`config.mk`:
```
export PLATFORM = sky130hd
export DESIGN_NAME = uepc_ctrl
export DESIGN_NICKNAME = d
export VERILOG_FILES = /design/src/verilog/uepc_ctrl.v /design/src/verilog/uepc_ep_flag.v
export VERILOG_INCLUDE_DIRS = /design/src /design/src/verilog
export SDC_FILE = /design/constraint.sdc
export NUM_CORES = 1
export LEC_CHECK = 0
export ABC_AREA = 0
export BUFFER_PORTS_ARGS = -buffer_cell sky130_fd_sc_hd__buf_2
export CAP_MARGIN = 20
export CORE_MARGIN = 2
export CORE_UTILIZATION = 38
export DETAILED_ROUTE_END_ITERATION = 8
export PLACE_DENSITY = 0.85
export SLEW_MARGIN = 30
export SYNTH_ARGS = -nofsm -noshare
export SYNTH_HDL_FRONTEND = slang
export SYNTH_SLANG_ARGS = --single-unit
```
`constraint.sdc`:
```
create_clock -name sys_clk_i -period 1.1 [get_ports sys_clk_i]
set_input_delay 0.055 -clock sys_clk_i [delete_from_list [all_inputs] [get_ports sys_clk_i]]
set_output_delay 0.055 -clock sys_clk_i [all_outputs]
set_load 0.02 [all_outputs]
```
`src/verilog/uepc_defs.vh`:
```
// Constants for the endpoint FIFO reset and interrupt enable block.
// Assumes an 8-bit special-function register bus with 8-bit addresses.
`ifndef UEPC_DEFS_VH
`define UEPC_DEFS_VH

// ==========================================================
// Register addresses
`define UEPC_ADDR_IRQ_ENABLE  8'hc2
`define UEPC_ADDR_FIFO_RESET  8'hd5
`define UEPC_ADDR_IRQ_FLAGS   8'hf8

// ==========================================================
// Field layout and reset values
`define UEPC_NUM_EP           3
`define UEPC_NUM_SRC          5
`define UEPC_EP_MSB           2
`define UEPC_RSVD_ZERO        5'h00
`define UEPC_RST_FIFO_RESET   3'h0
`define UEPC_RST_IRQ_ENABLE   3'h0
`define UEPC_BYTE_ZERO        8'h00

// Status source bit positions inside one endpoint's group of five
`define UEPC_SRC_TX_DONE      0
`define UEPC_SRC_OUT_BANK0    1
`define UEPC_SRC_SETUP        2
`define UEPC_SRC_STALL_CRC    3
`define UEPC_SRC_OUT_BANK1    4

`endif

```
`src/verilog/uepc_ctrl.v`:
```
// Endpoint FIFO reset, interrupt enable and interrupt flag registers.
// Assumes a synchronous SFR bus: one-cycle write and read strobes, and
// read data sampled by the core in the cycle after the read strobe.
//
// Operation
// Bit two pulse clears endpoint two FIFO
// Bit one pulse clears endpoint one FIFO
// Bit zero pulse clears endpoint zero FIFO
// Firmware pulses FIFO resets before endpoint use
// Bits seven to three read zero
// Enable bit two gates endpoint two
// Enable bit one gates endpoint one
// Enable bit zero gates endpoint zero
// FIFO reset register reads zero after reset
// Flag register is read-only
// Flag follows OR of endpoint sources
// Five sources per endpoint flag
// Request is OR of enabled flags
`include "uepc_defs.vh"

module uepc_ctrl (
   input  wire        sys_clk_i,
   input  wire        srst_i,
   input  wire [7:0]  sfr_addr_i,
   input  wire [7:0]  sfr_wdata_i,
   input  wire        sfr_wr_i,
   input  wire        sfr_rd_i,
   output reg  [7:0]  sfr_rdata_o,
   output wire        sfr_hit_o,
   input  wire [14:0] ep_status_i,
   output wire [2:0]  ep_fifo_clear_o,
   output wire [2:0]  ep_irq_flag_o,
   output wire        usb_irq_o
);

   // ==========================================================
   // Register state
   reg  [2:0] endpoint_fifo_reset_reg;
   reg  [2:0] endpoint_irq_enable_reg;
   wire [2:0] endpoint_irq_flag_reg;
   reg  [7:0] next_rdata;

   // Address decode used by both write and read paths
   function [1:0] uepc_decode;
      input [7:0] addr;
      begin
         if (addr == `UEPC_ADDR_IRQ_ENABLE) begin
            uepc_decode = 2'h1;
         end else if (addr == `UEPC_ADDR_FIFO_RESET) begin
            uepc_decode = 2'h2;
         end else if (addr == `UEPC_ADDR_IRQ_FLAGS) begin
            uepc_decode = 2'h3;
         end else begin
            uepc_decode = 2'h0;
         end
      end
   endfunction

   assign sfr_hit_o = (uepc_decode(sfr_addr_i) != 2'h0);

   // ==========================================================
   // Writable registers
   // Only the low three bits are stored, so ones written to the
   // reserved bits are simply dropped. The flag register has no
   // write path at all.
   always @(posedge sys_clk_i) begin
      if (srst_i) begin
         endpoint_fifo_reset_reg <= `UEPC_RST_FIFO_RESET;
         endpoint_irq_enable_reg <= `UEPC_RST_IRQ_ENABLE;
      end else if (sfr_wr_i) begin
         if (uepc_decode(sfr_addr_i) == 2'h2) begin
            endpoint_fifo_reset_reg <= sfr_wdata_i[`UEPC_EP_MSB:0];
         end else if (uepc_decode(sfr_addr_i) == 2'h1) begin
            endpoint_irq_enable_reg <= sfr_wdata_i[`UEPC_EP_MSB:0];
         end
      end
   end

   // ==========================================================
   // FIFO clear strobes
   // The FIFO is held empty for as long as its bit is one; writing
   // one then zero thus gives the set-and-clear pulse firmware uses
   // after a hardware or bus reset (R04 is firmware's duty).
   assign ep_fifo_clear_o[2] = endpoint_fifo_reset_reg[2];
   assign ep_fifo_clear_o[1] = endpoint_fifo_reset_reg[1];
   assign ep_fifo_clear_o[0] = endpoint_fifo_reset_reg[0];

   // ==========================================================
   // Per-endpoint flags
   genvar ep;
   generate
      for (ep = 0; ep < `UEPC_NUM_EP; ep = ep + 1) begin : g_ep
         uepc_ep_flag u_flag (
            .sys_clk_i (sys_clk_i),
            .srst_i    (srst_i),
            .status_i  (ep_status_i[ep*`UEPC_NUM_SRC +: `UEPC_NUM_SRC]),
            .flag_o    (endpoint_irq_flag_reg[ep])
         );
      end
   endgenerate

   assign ep_irq_flag_o = endpoint_irq_flag_reg;

   // ==========================================================
   // Interrupt request
   // Masking happens after the flag, so a disabled endpoint still
   // shows its flag to polling firmware.
   assign usb_irq_o =
      (endpoint_irq_flag_reg[2] & endpoint_irq_enable_reg[2]) |
      (endpoint_irq_flag_reg[1] & endpoint_irq_enable_reg[1]) |
      (endpoint_irq_flag_reg[0] & endpoint_irq_enable_reg[0]);

   // ==========================================================
   // Read mux
   always @* begin
      next_rdata = `UEPC_BYTE_ZERO;
      if (uepc_decode(sfr_addr_i) == 2'h1) begin
         next_rdata = {`UEPC_RSVD_ZERO, endpoint_irq_enable_reg};
      end else if (uepc_decode(sfr_addr_i) == 2'h2) begin
         next_rdata = {`UEPC_RSVD_ZERO, endpoint_fifo_reset_reg};
      end else if (uepc_decode(sfr_addr_i) == 2'h3) begin
         next_rdata = {`UEPC_RSVD_ZERO, endpoint_irq_flag_reg};
      end
   end

   // Read data is registered; unmapped addresses read zero
   always @(posedge sys_clk_i) begin
      if (srst_i) begin
         sfr_rdata_o <= `UEPC_BYTE_ZERO;
      end else if (sfr_rd_i) begin
         sfr_rdata_o <= next_rdata;
      end
   end

endmodule

```
`src/verilog/uepc_ep_flag.v`:
```
// One endpoint's interrupt flag, gathered from its five status sources.
// Assumes the sources are synchronous levels held by the protocol engine.
`include "uepc_defs.vh"

module uepc_ep_flag (
   input  wire       sys_clk_i,
   input  wire       srst_i,
   input  wire [4:0] status_i,
   output reg        flag_o
);

   // ==========================================================
   // Flag register
   // Registered so the flag register read and the request line agree.
   always @(posedge sys_clk_i) begin
      if (srst_i) begin
         flag_o <= 1'b0;
      end else begin
         flag_o <= |status_i;
      end
   end

endmodule
```
**Yosys cells after proc, flatten, opt, wreduce, memory -nomap -nowiden**

Index checks and enable logic that the tools add are counted.

- Input bits: 35
- Logic and storage cells: 40
- Register bits: 17
- Output and inout bits: 16

- Bitwise logic cells: 6
- Reduce and logical (&&, ||, !) cells: 6
- Equal/unequal tests: 8
- Mux-type cells: 14

Operator list:

| kind | number |
|---|---|
| $eq 8x8->1 const B | 3 |
| $mux 2 | 11 |
| $reduce_or 5->1 | 3 |
| $mux 3 | 3 |
| $eq 2x2->1 const B | 3 |
| $eq 2x1->1 const B | 2 |
| $and 1x1->1 | 3 |
| $reduce_and 3->1 | 1 |
| $or 1x1->1 | 2 |
| $reduce_and 2->1 | 1 |
| $reduce_bool 2->1 | 1 |
| $not 1->1 | 1 |

**Logic depth before layout (Yosys ltp)**

Gate-level depths: netlist (run 1).

- Depth in word-level cells: 13
- Gate-level depth with buffers: 4
- Gate-level depth less buffers: 4

**Cells and area by module**

A second synthesis (run 1) with hierarchy kept.

- Cell total of the unflattened synthesis: 74
- Area total of the unflattened synthesis: 650.6 um^2

By module, submodules not included:

| module | cells each | instances | seq. area each (um^2) | area each (um^2) |
|---|---|---|---|---|
| uepc_ctrl | 62 | 1 | 180.2 | 549.3 |
| uepc_ep_flag | 4 | 3 | 20.0 | 33.8 |

**Worst setup path after synthesis (run 1)**

Ideal clock, no wire load.

- Kind: input-to-reg
- Start point: in sfr_addr_i[2]
- End point: reg sfr_rdata_o[2]
- Library setup time: 0.131 ns
- Stages on the path: 4
- Buffers on the path: 0
- Data required time: 0.969 ns
- Setup slack: 0.200 ns
- Arrival time: 0.768 ns
- Cells stage by stage: and4bb_2 a21bo_2 a221oi_1 nor3_1

- Longest elaborated chain between the ends: 10
- Elaborated cells between the ends (all ways): 15
- Classes of those cells: 6 x eq/ne; 9 x mux

RTL lines:

| item | line | text |
|---|---|---|
| from (decl) | uepc_ctrl.v:24 | `input wire [7:0] sfr_addr_i,` |
| $eq 8x8->1 (no line) | -- |  |
| $mux 2 | uepc_ctrl.v:51 | `` end else if (addr == `UEPC_ADDR_IRQ_FLAGS) begin `` |
| $mux 2 | uepc_ctrl.v:49 | `` end else if (addr == `UEPC_ADDR_FIFO_RESET) begin `` |
| $mux 2 (*) | uepc_ctrl.v:47 | `` if (addr == `UEPC_ADDR_IRQ_ENABLE) begin `` |
| $mux 2 | uepc_ctrl.v:119 | `end else if (uepc_decode(sfr_addr_i) == 2'h2) begin` |
| $mux 2 | uepc_ctrl.v:117 | `if (uepc_decode(sfr_addr_i) == 2'h1) begin` |
| $eq 2x2->1 | uepc_ctrl.v:121 | `end else if (uepc_decode(sfr_addr_i) == 2'h3) begin` |
| $mux 3 | uepc_ctrl.v:121 |  |
| $mux 3 | uepc_ctrl.v:119 |  |
| $mux 3 (*) | uepc_ctrl.v:117 |  |
| to (signal assigned) | uepc_ctrl.v:129 | `` sfr_rdata_o <= `UEPC_BYTE_ZERO; `` |
| to (signal assigned) | uepc_ctrl.v:131 | `sfr_rdata_o <= next_rdata;` |
| to (decl) | uepc_ctrl.v:28 | `output reg [7:0] sfr_rdata_o,` |

Every way passes the cells marked *; elsewhere a longest branch is shown, timed or not. The select of a mux whose other input is x is not followed.
A chain may end at the register's enable or synchronous reset.

**Final worst setup path (run 1)**

- Start point: reg g_ep[1].u_flag.flag_o
- End point: out usb_irq_o

- Longest elaborated chain between the ends: 3

RTL lines:

| item | line | text |
|---|---|---|
| from (decl) | uepc_ep_flag.v:9 | `output reg flag_o` |
| from (signal assigned) | uepc_ep_flag.v:19 | `flag_o <= \|status_i;` |
| $and 1x1->1 | uepc_ctrl.v:110 | `(endpoint_irq_flag_reg[1] & endpoint_irq_enable_reg[1]) \|` |
| $or 1x1->1 | uepc_ctrl.v:109 | `(endpoint_irq_flag_reg[2] & endpoint_irq_enable_reg[2]) \|` |
| $or 1x1->1 | uepc_ctrl.v:110 |  |
| to (decl) | uepc_ctrl.v:33 | `output wire usb_irq_o` |

No other way between the ends.

==> results of run 1 <==
## where the power goes
part	total, mW	switching, mW	internal [mW]
logic	0.169	0.0923	0.0765
registers	0.456	0.00916	0.447
clock network	0.269	0.141	0.127
## per-layer routing
layer | share of wire | GRT usage | up-vias
met1 | 0.38 | 0.166 | 300
met5 | 0 | 0 | -
met4 | 0.033 | 0.120 | 0
met2 | 0.49 | 0.300 | 44
li1 | - | - | 340
met3 | 0.093 | 0.0275 | 6
## cell type report
cell class                 count  area (sq um)  share of cell area
timing repair buffer          43           229               0.250
clock buffer                   3          22.5              0.0246
inverter                       2          7.51             0.00821
multi-input combinational     54           382               0.417
tap                           25          31.3              0.0342
sequential                    12           243               0.265
## cells in the final DEF, fill, tap and decap left out, types with 2 or more instances in the layout
cell,n
sky130_fd_sc_hd__buf_2,39
sky130_fd_sc_hd__dfxtp_1,10
sky130_fd_sc_hd__nor2_1,9
sky130_fd_sc_hd__mux2i_1,6
sky130_fd_sc_hd__nor3_1,6
sky130_fd_sc_hd__conb_1,5
sky130_fd_sc_hd__nand2b_1,4
sky130_fd_sc_hd__a21oi_1,3
sky130_fd_sc_hd__a221oi_1,3
sky130_fd_sc_hd__o22ai_1,3
sky130_fd_sc_hd__clkbuf_4,3
sky130_fd_sc_hd__buf_4,3
sky130_fd_sc_hd__and4bb_2,2
sky130_fd_sc_hd__inv_1,2
sky130_fd_sc_hd__nand2_1,2
sky130_fd_sc_hd__dfxtp_2,2
## timing repair
action / CTS / global route
endpoints found under the setup margin: 1 / 1
gates cloned: 0 / 0
hold buffers: 0 / 0
setup buffers: 1 / 1
pin swaps: 1 / 1
resized for setup: 3 / 1
## worst max-delay path by stage
stage	start	end	slack, ns
2_1_floorplan	sfr_addr_i[2]	sfr_rdata_o[2]	0.20
3_3_place_gp	sfr_addr_i[4]	endpoint_irq_enable_reg[2]	0.002
3_5_place_dp	sfr_addr_i[4]	endpoint_irq_enable_reg[2]	-0.07
4_1_cts	endpoint_irq_enable_reg[1]	usb_irq_o	-0.16
5_1_grt	g_ep[1].u_flag.flag_o	usb_irq_o	-0.21
6_report	g_ep[1].u_flag.flag_o	usb_irq_o	-0.17
## critical path: stages (launching register included)
cell and delay [ns]:
sky130_fd_sc_hd__dfxtp_2 0.33, sky130_fd_sc_hd__a222oi_1 0.36, sky130_fd_sc_hd__inv_1 0.10, sky130_fd_sc_hd__buf_6 0.14
## cells by family after synthesis
family	after synthesis
AND/OR/NAND/NOR	31
AO/OA/AOI/OAI	12
flip-flops	12
buffers and inverters	11
multiplexers	6
other	1
## per-stage QoR
stage	setup slack (ns)	cells	instance area, sq um	hold WS, ns	power (mW)
finish	-0.166	139	915	0.0161	0.893
global route	-0.210	139	915	0.0336	0.928
CTS	-0.159	138	906	0.0164	0.896
detailed placement	-0.0714	134	868	0.298	0.630
global placement	0.00219	134	868	0.294	0.625
floorplan	0.200	77	693	0.134	0.563
==> flow_metrics.env, run 1 <==
export IMPL_simple_gate_fraction_of_synth_area=0.321
export IMPL_cts_buffers_inserted=3
export IMPL_setup_viol=1
export IMPL_detail_route_antenna_nets=0
export IMPL_die_x_um=46.2
export IMPL_synth_compound_area_share=0.125
export IMPL_grt_max_degree=13
export IMPL_setup_ws_ns=-0.166
export IMPL_fillers=168
export IMPL_grt_setup_unrepaired="true"
export IMPL_violated_checks="negative setup slack"
export IMPL_synth_edff_count=0
export IMPL_hold_viol=0
export IMPL_timing_hold_worst_endpoint="g_ep[1].u_flag.flag_o"
export IMPL_synthToLayoutAreaGrowth_pct=34.9
export IMPL_die_h_um=46.2
export IMPL_cp_max_fo=3
export IMPL_worstSetupPathType="flop to output pin"
export IMPL_count_of_pins_over_their_slew_limit=0
export IMPL_initial_utilization=0.397
export IMPL_reg2reg_to="sfr_rdata_o[1]"
export IMPL_dr_first_iter_drc_count=6
export IMPL_drv_max_cap_violation_count=0
export IMPL_synthesis_area_per_instance_sq_um=9.29
export IMPL_worstHoldPathType="input pin to flop"
export IMPL_detail_route_wl_per_cell_um=11.9
export IMPL_timing_hold_worst_path_depth=3
export IMPL_synth_xor_xnor_area_share=0
export IMPL_globalRoute_totalOverflow=0
export IMPL_leakagePower_nw=0.483
export IMPL_overall_via_count_from_detail_route=690
export IMPL_buffer_ports_inserted=40
export IMPL_drive_above_1_share=0.491
export IMPL_via_per_inst=4.96
export IMPL_postSynthCellCount=73
export IMPL_synth_lib_cells_used_distinct=25
export IMPL_ctsLongestPathBuffers=2
export IMPL_pin_count=51
export IMPL_dr_pass1_iters=4
export IMPL_dp_hpwl_um=1280
export IMPL_globalRouteTotalUtil=0.165
export IMPL_fp_dieArea_sq_um=2140
export IMPL_synth_mux_area_fraction=0.0886
export IMPL_yosysSeqAreaShare=0.354
export IMPL_post_synth_main_area_contributors="sky130_fd_sc_hd__dfxtp_1, sky130_fd_sc_hd__mux2i_1, sky130_fd_sc_hd__buf_4"
export IMPL_crit_path_start_kind="flop"
export IMPL_syn_area_sq_um=678
export IMPL_power_density_nw_per_um2=977
export IMPL_synth_cells_most_frequent="sky130_fd_sc_hd__dfxtp_1, sky130_fd_sc_hd__nor2_1, sky130_fd_sc_hd__buf_4"
export IMPL_clock_period_minus_worst_slack_ns=1.27
export IMPL_num_antenna_cells=0
export IMPL_nNetsFinal=151
export IMPL_critical_path_endpoint_type="output pin"
export IMPL_worstHoldStart="ep_status_i[9]"
export IMPL_fmaxAchievable_mhz=790
export IMPL_asyncSetResetFlopFracSynth=0
export IMPL_fin_tns_setup_ns=-0.166
export IMPL_required_ns=1.04
export IMPL_synth_largest_area_cell="sky130_fd_sc_hd__dfxtp_1"
export IMPL_wire_length_of_the_first_global_routing_pass_um=2410
export IMPL_cts_sinks=12
export IMPL_cts_root_buf="sky130_fd_sc_hd__clkbuf_4"
export IMPL_synthAdderAreaFrac=0
export IMPL_row_count=15
export IMPL_worstReg2RegStart="g_ep[1].u_flag.flag_o"
export IMPL_worst_ep_arrival_time_ns=1.21
export IMPL_floorplan_core_area_sq_um=1710
export IMPL_grt_pass1_vias=605
export IMPL_peakVddDrop_v=0.000592
export IMPL_synth_most_common_cell="sky130_fd_sc_hd__dfxtp_1"
export IMPL_postRouteWirelength_um=1650
export IMPL_worst_r2r_path_depth=3
export IMPL_yosysWarningCount=0
export IMPL_synth_top_cell_area_share=0.354
export IMPL_synth_seq_cells=12
export IMPL_status="finished with violations"
export IMPL_r2r_slack_ns=0.20
export IMPL_clock_latency_ns=0.28
export IMPL_postSynth_topFlopCell="sky130_fd_sc_hd__dfxtp_1"
export IMPL_tritoncts="built"
export IMPL_grt_antenna_before_repair=0
export IMPL_gp_routability_congestion=0.732
export IMPL_clk_transition_reported_paths_ns=0.07
export IMPL_clock_skew_final_ns=0.00321
export IMPL_fin_util=0.536
export IMPL_layout_worst_path_cycle_share=1.15
export IMPL_h_tree_depth=1
export IMPL_synth_top_family_by_area="simple AND/OR/NAND/NOR gates"
export IMPL_drcViolationCount=0
No activity file was read; power rests on OpenSTA's default activity.
==> inputs of run 2 (changes only) <==
ABC_AREA = 1   (was 0)
CORE_UTILIZATION = 41   (was 38)
PLACE_DENSITY = 0.86   (was 0.85)
==> flow_metrics.env, run 2 <==
export IMPL_nNetsFinal=197
export IMPL_dp_slack_ns=0.145
export IMPL_asyncSetResetFlopFracSynth=0
export IMPL_leakagePower_nw=0.538
export IMPL_layout_worst_path_cycle_share=0.930
export IMPL_clock_power_share=0.354
export IMPL_pin_count=51
export IMPL_die_h_um=47.6
export IMPL_design_power_total_mw=0.990
export IMPL_cp_max_fo=3
export IMPL_final_cell_mix="sky130_fd_sc_hd__buf_2, sky130_fd_sc_hd__nand2_1, sky130_fd_sc_hd__nor2_1"
export IMPL_timing_hold_worst_path_depth=3
export IMPL_setup_ws_ns=0.0766
export IMPL_drv_max_cap_violation_count=0
export IMPL_row_count=15
export IMPL_drcViolationCount=0
export IMPL_postSynth_topFlopCell="sky130_fd_sc_hd__dfxtp_1"
export IMPL_dp_hpwl_um=1510
export IMPL_fp_dieArea_sq_um=2270
export IMPL_cts_repair_timing_setup_buffer_count=0
export IMPL_synth_seq_cells=12
export IMPL_yosysSeqAreaShare=0.308
export IMPL_via_per_inst=4.72
export IMPL_dr_pass1_iters=5
export IMPL_grt_max_degree=10
export IMPL_syn_area_sq_um=779
export IMPL_num_antenna_cells=0
export IMPL_power_combinational_fraction=0.186
export IMPL_peakVddDrop_v=0.000721
export IMPL_grt_pass1_vias=763
export IMPL_synth_edff_count=0
export IMPL_gp_routability_congestion=0.817
export IMPL_clk_transition_reported_paths_ns=0.08
export IMPL_setup_viol=0
export IMPL_buffer_ports_inserted=40
export IMPL_overall_via_count_from_detail_route=878
export IMPL_grt_setup_unrepaired="false"
export IMPL_fmaxAchievable_mhz=977
export IMPL_detail_route_antenna_nets=0
export IMPL_cts_sinks=12
export IMPL_synth_cells_most_frequent="sky130_fd_sc_hd__nand2_1, sky130_fd_sc_hd__nor2_1, sky130_fd_sc_hd__inv_1"
export IMPL_power_internal_mw=0.723
export IMPL_worstSetupPathType="flop to output pin"
export IMPL_h_tree_depth=1
export IMPL_worstHoldPathType="input pin to flop"
export IMPL_hold_viol=0
export IMPL_initial_utilization=0.442
export IMPL_clock_latency_ns=0.27
export IMPL_clock_period_minus_worst_slack_ns=1.02
export IMPL_worst_ep_arrival_time_ns=0.97
export IMPL_cts_buffers_inserted=3
export IMPL_globalRoute_totalOverflow=0
export IMPL_postRouteWirelength_um=1830
export IMPL_synth_top_cell_area_share=0.308
export IMPL_synthesis_area_per_instance_sq_um=6.55
export IMPL_yosysWarningCount=0
export IMPL_dr_first_iter_drc_count=11
export IMPL_floorplan_core_area_sq_um=1760
export IMPL_count_of_pins_over_their_slew_limit=0
export IMPL_power_share_switching=0.269
export IMPL_fin_tns_setup_ns=0
export IMPL_ctsLongestPathBuffers=2
export IMPL_critical_path_endpoint_type="output pin"
export IMPL_synth_lib_cells_used_distinct=17
export IMPL_globalRouteTotalUtil=0.180
export IMPL_fillers=200
export IMPL_die_x_um=47.6
export IMPL_synth_largest_area_cell="sky130_fd_sc_hd__dfxtp_1"
export IMPL_required_ns=1.04
export IMPL_final_common_cell="sky130_fd_sc_hd__buf_2"
export IMPL_tritoncts="built"
export IMPL_switchingPower_mw=0.266
export IMPL_power_density_nw_per_um2=966
export IMPL_drive_above_1_share=0.354
export IMPL_post_synth_main_area_contributors="sky130_fd_sc_hd__dfxtp_1, sky130_fd_sc_hd__nand2_1, sky130_fd_sc_hd__nand3_1"
export IMPL_wire_length_of_the_first_global_routing_pass_um=2860
export IMPL_synth_most_common_cell="sky130_fd_sc_hd__nand2_1"
export IMPL_cts_root_buf="sky130_fd_sc_hd__clkbuf_4"
export IMPL_postSynthCellCount=119
export IMPL_grt_antenna_before_repair=0
export IMPL_detail_route_wl_per_cell_um=9.85
export IMPL_crit_path_start_kind="flop"
export IMPL_synthToLayoutAreaGrowth_pct=31.5
export IMPL_clock_skew_final_ns=0.00248
export IMPL_status="complete, no violations"
export IMPL_worst_r2r_path_depth=4
export IMPL_seqPwrFrac=0.460
run 2: changes by cell type in the layout (fill, tap and decap cells not counted), sizes merged, moves of 4 or more:
cell    delta
nand2     +26
nor3       -6
nand2b     -4
nand3     +12
inv       +15
nor2      +12
mux2i      -6
o21ai      +5
run 2: per-layer routing:
metal,routed length [um],vias to the layer above,GRT usage
met5,0,-,0
met1,692,398,0.205
met4,42,0,0.0973
li1,-,446,-
met2,1000,30,0.322
met3,97,4,0.0226
run 2: worst paths after layout:
check,from,endpoint,slack (ns)
worst min-delay path,ep_status_i[4],g_ep[0].u_flag.flag_o,0.01
worst max-delay path,g_ep[2].u_flag.flag_o,usb_irq_o,0.08
worst max register to register,g_ep[1].u_flag.flag_o,sfr_rdata_o[1],0.36
worst min register to register,endpoint_irq_enable_reg[1],endpoint_irq_enable_reg[1],0.49
run 2: layout make-up:
cell class | count | area, sq um | area share
multi-input cells | 85 | 423 | 0.413
inverters | 17 | 63.8 | 0.0623
repair buffers | 43 | 230 | 0.225
flip-flops and latches | 12 | 240 | 0.234
well taps | 25 | 31.3 | 0.0305
clock buffers | 4 | 36.3 | 0.0354
run 2: critical path, cell delays in order, from the launching register on:
cell and delay (ns):
sky130_fd_sc_hd__dfxtp_1 0.38, sky130_fd_sc_hd__nand2_1 0.07, sky130_fd_sc_hd__nand3_1 0.09, sky130_fd_sc_hd__buf_2 0.17
run 2: cell families after synthesis:
| logic type | share of synthesized area |
|---|---|
| simple gates | 0.454 |
| buf+inv | 0.169 |
| flops | 0.308 |
| compound gates | 0.0642 |
| other cells | 0.00481 |
run 2: power by group through the flow:
| stage | combinational [mW] | sequential [mW] | clock, mW |
|---|---|---|---|
| after global placement | 0.170 | 0.465 | 0 |
| after detailed placement | 0.176 | 0.465 | 0 |
| after global routing | 0.207 | 0.456 | 0.372 |
| final | 0.184 | 0.455 | 0.351 |
| after CTS | 0.185 | 0.455 | 0.362 |
| after floorplan | 0.115 | 0.470 | 0 |
run 2: per-stage QoR:
stage	util	instances	instance area [sq um]	hold slack, ns
floorplan	-	123	795	0.124
global placement	0.543	179	958	0.257
detailed placement	0.543	179	958	0.260
CTS	0.581	186	1020	0.00404
global route	0.581	186	1020	0.0632
finish	0.581	186	1020	0.0108
run 2: what timing repair did:
action,CTS,global route
endpoints found under the hold margin,5,0
hold buffers,3,0
gates resized for setup,0,0
==> inputs of run 3 (changes only) <==
PLACE_DENSITY = 0.79   (was 0.86)
==> flow_metrics.env, run 3 (synthesis results as in run 2) <==
export IMPL_grt_antenna_before_repair=0
export IMPL_fin_util=0.587
export IMPL_clock_period_minus_worst_slack_ns=0.996
export IMPL_fillers=178
export IMPL_cts_root_buf="sky130_fd_sc_hd__clkbuf_4"
export IMPL_globalRouteTotalUtil=0.162
export IMPL_ctsLongestPathBuffers=2
export IMPL_dp_hpwl_um=1400
export IMPL_die_x_um=47.6
export IMPL_count_of_pins_over_their_slew_limit=0
export IMPL_worstReg2RegStart="ep_fifo_clear_o[2]"
export IMPL_grt_pass1_vias=686
export IMPL_status="complete, no violations"
export IMPL_hold_viol=0
export IMPL_critical_path_slowest_cell="sky130_fd_sc_hd__dfxtp_1"
export IMPL_nNetsFinal=198
export IMPL_gp_routability_congestion=0.746
export IMPL_worst_r2r_path_depth=4
export IMPL_grt_setup_unrepaired="false"
export IMPL_postRouteWirelength_um=1690
export IMPL_drv_max_cap_violation_count=0
export IMPL_power_density_nw_per_um2=946
export IMPL_drive_above_1_share=0.352
export IMPL_fmaxAchievable_mhz=1000
export IMPL_drcViolationCount=0
export IMPL_layout_cells_non_filler=187
export IMPL_final_cell_mix="sky130_fd_sc_hd__buf_2, sky130_fd_sc_hd__nand2_1, sky130_fd_sc_hd__nor2_1"
export IMPL_required_ns=1.04
export IMPL_globalRoute_totalOverflow=0
export IMPL_grt_max_degree=10
export IMPL_post_cts_resize_count=0
export IMPL_tritoncts="built"
export IMPL_fp_dieArea_sq_um=2270
export IMPL_worstSetupPathType="flop to output pin"
export IMPL_reg2reg_to="sfr_rdata_o[2]"
export IMPL_row_count=15
export IMPL_met3RoutedLength_um=103
export IMPL_finish_instance_area_sq_um=1030
export IMPL_via_per_inst=4.48
export IMPL_pin_count=51
export IMPL_setup_viol=0
export IMPL_floorplan_core_area_sq_um=1760
export IMPL_fin_tns_setup_ns=0
export IMPL_top_signal_layer_used="met4"
export IMPL_buffer_ports_inserted=40
export IMPL_leakagePower_nw=0.542
export IMPL_cp_max_fo=3
export IMPL_cts_sinks=12
export IMPL_die_h_um=47.6
export IMPL_timing_hold_worst_path_depth=5
export IMPL_biggest_cell_delay_along_the_critical_path_ns=0.36
export IMPL_timing_hold_worst_endpoint="g_ep[2].u_flag.flag_o"
export IMPL_placed_area_sq_um=958
export IMPL_crit_path_start_kind="flop"
export IMPL_r2r_slack_ns=0.36
export IMPL_worstHoldStart="ep_status_i[10]"
export IMPL_crit_chain="nand2_1 > nand3_1 > buf_2"
export IMPL_peakVddDrop_v=0.000775
export IMPL_route_layer_met1_wl_um=679
export IMPL_dr_first_iter_drc_count=3
export IMPL_worstHoldPathType="input pin to flop"
export IMPL_num_antenna_cells=0
export IMPL_wire_length_of_the_first_global_routing_pass_um=2590
export IMPL_clock_latency_ns=0.27
export IMPL_clk_transition_reported_paths_ns=0.07
export IMPL_detailroute_wirelength_met2_um=879
export IMPL_initial_utilization=0.442
export IMPL_critical_path_endpoint_type="output pin"
export IMPL_detail_route_antenna_nets=0
export IMPL_dpl_cell_count=179
export IMPL_overall_via_count_from_detail_route=838
export IMPL_h_tree_depth=1
export IMPL_crit_family="flip-flops"
export IMPL_final_common_cell="sky130_fd_sc_hd__buf_2"
export IMPL_clock_skew_final_ns=0.00292
export IMPL_fin_hold_ws_ns=0.0543
export IMPL_dr_pass1_iters=6
export IMPL_critical_path_buf_inv_count=1
export IMPL_layout_worst_path_cycle_share=0.906
export IMPL_detail_route_wl_per_cell_um=9.01
export IMPL_worst_ep_arrival_time_ns=0.94
export IMPL_cts_buffers_inserted=3
export IMPL_synthToLayoutAreaGrowth_pct=32.7
==> run 3: cell count changes in the layout (fill, tap and decap cells not counted) <==
cell                            change
sky130_fd_sc_hd__dlygate4sd3_1      +1
==> run 3: worst max-delay path by stage <==
stage,depth (start not counted),endpoint,startpoint,slack (ns)
6_report,3,usb_irq_o,g_ep[2].u_flag.flag_o,0.10
5_1_grt,3,usb_irq_o,endpoint_irq_enable_reg[1],0.03
4_1_cts,3,usb_irq_o,g_ep[2].u_flag.flag_o,0.09
3_5_place_dp,8,sfr_hit_o,sfr_addr_i[3],0.18
3_3_place_gp,8,sfr_hit_o,sfr_addr_i[3],0.19
2_1_floorplan,4,sfr_rdata_o[0],ep_fifo_clear_o[0],0.32
==> run 3: per-layer routing <==
metal / global-route usage / vias up
met5: 0 / -
met4: 0.0811 / 0
met3: 0.0415 / 2
met2: 0.295 / 33
met1: 0.173 / 355
li1: - / 448
==> run 3: stage by stage <==
stage	power, mW	setup slack (ns)
after floorplan	0.585	0.325
after global placement	0.634	0.191
after detailed placement	0.639	0.179
after CTS	0.993	0.0919
after global routing	1.04	0.0262
final	0.979	0.104
==> run 3: worst min-delay path, cell delays in order <==
cell and delay [ns]:
sky130_fd_sc_hd__buf_2 0.07, sky130_fd_sc_hd__nor2_1 0.03, sky130_fd_sc_hd__nand2_1 0.04, sky130_fd_sc_hd__o21ai_0 0.06, sky130_fd_sc_hd__inv_1 0.04
==> run 3: report_power, final <==
group	leakage, nW	internal, mW	switching [mW]
Combinational	0.423	0.0778	0.107
Clock	0.0210	0.201	0.140
Sequential	0.0983	0.446	0.00745
Total	0.542	0.725	0.254
==> run 3: layout make-up <==
cell class | instances | area, sq um | area share
inverters | 17 | 63.8 | 0.0617
well taps | 25 | 31.3 | 0.0302
clock buffers | 4 | 36.3 | 0.0351
multi-input cells | 85 | 423 | 0.409
repair buffers | 44 | 240 | 0.232
flip-flops and latches | 12 | 240 | 0.232
==> run 3: repair_timing <==
action,in CTS,in global routing
endpoints found under the hold margin,6,0
hold buffers,4,0
setup buffers,0,0
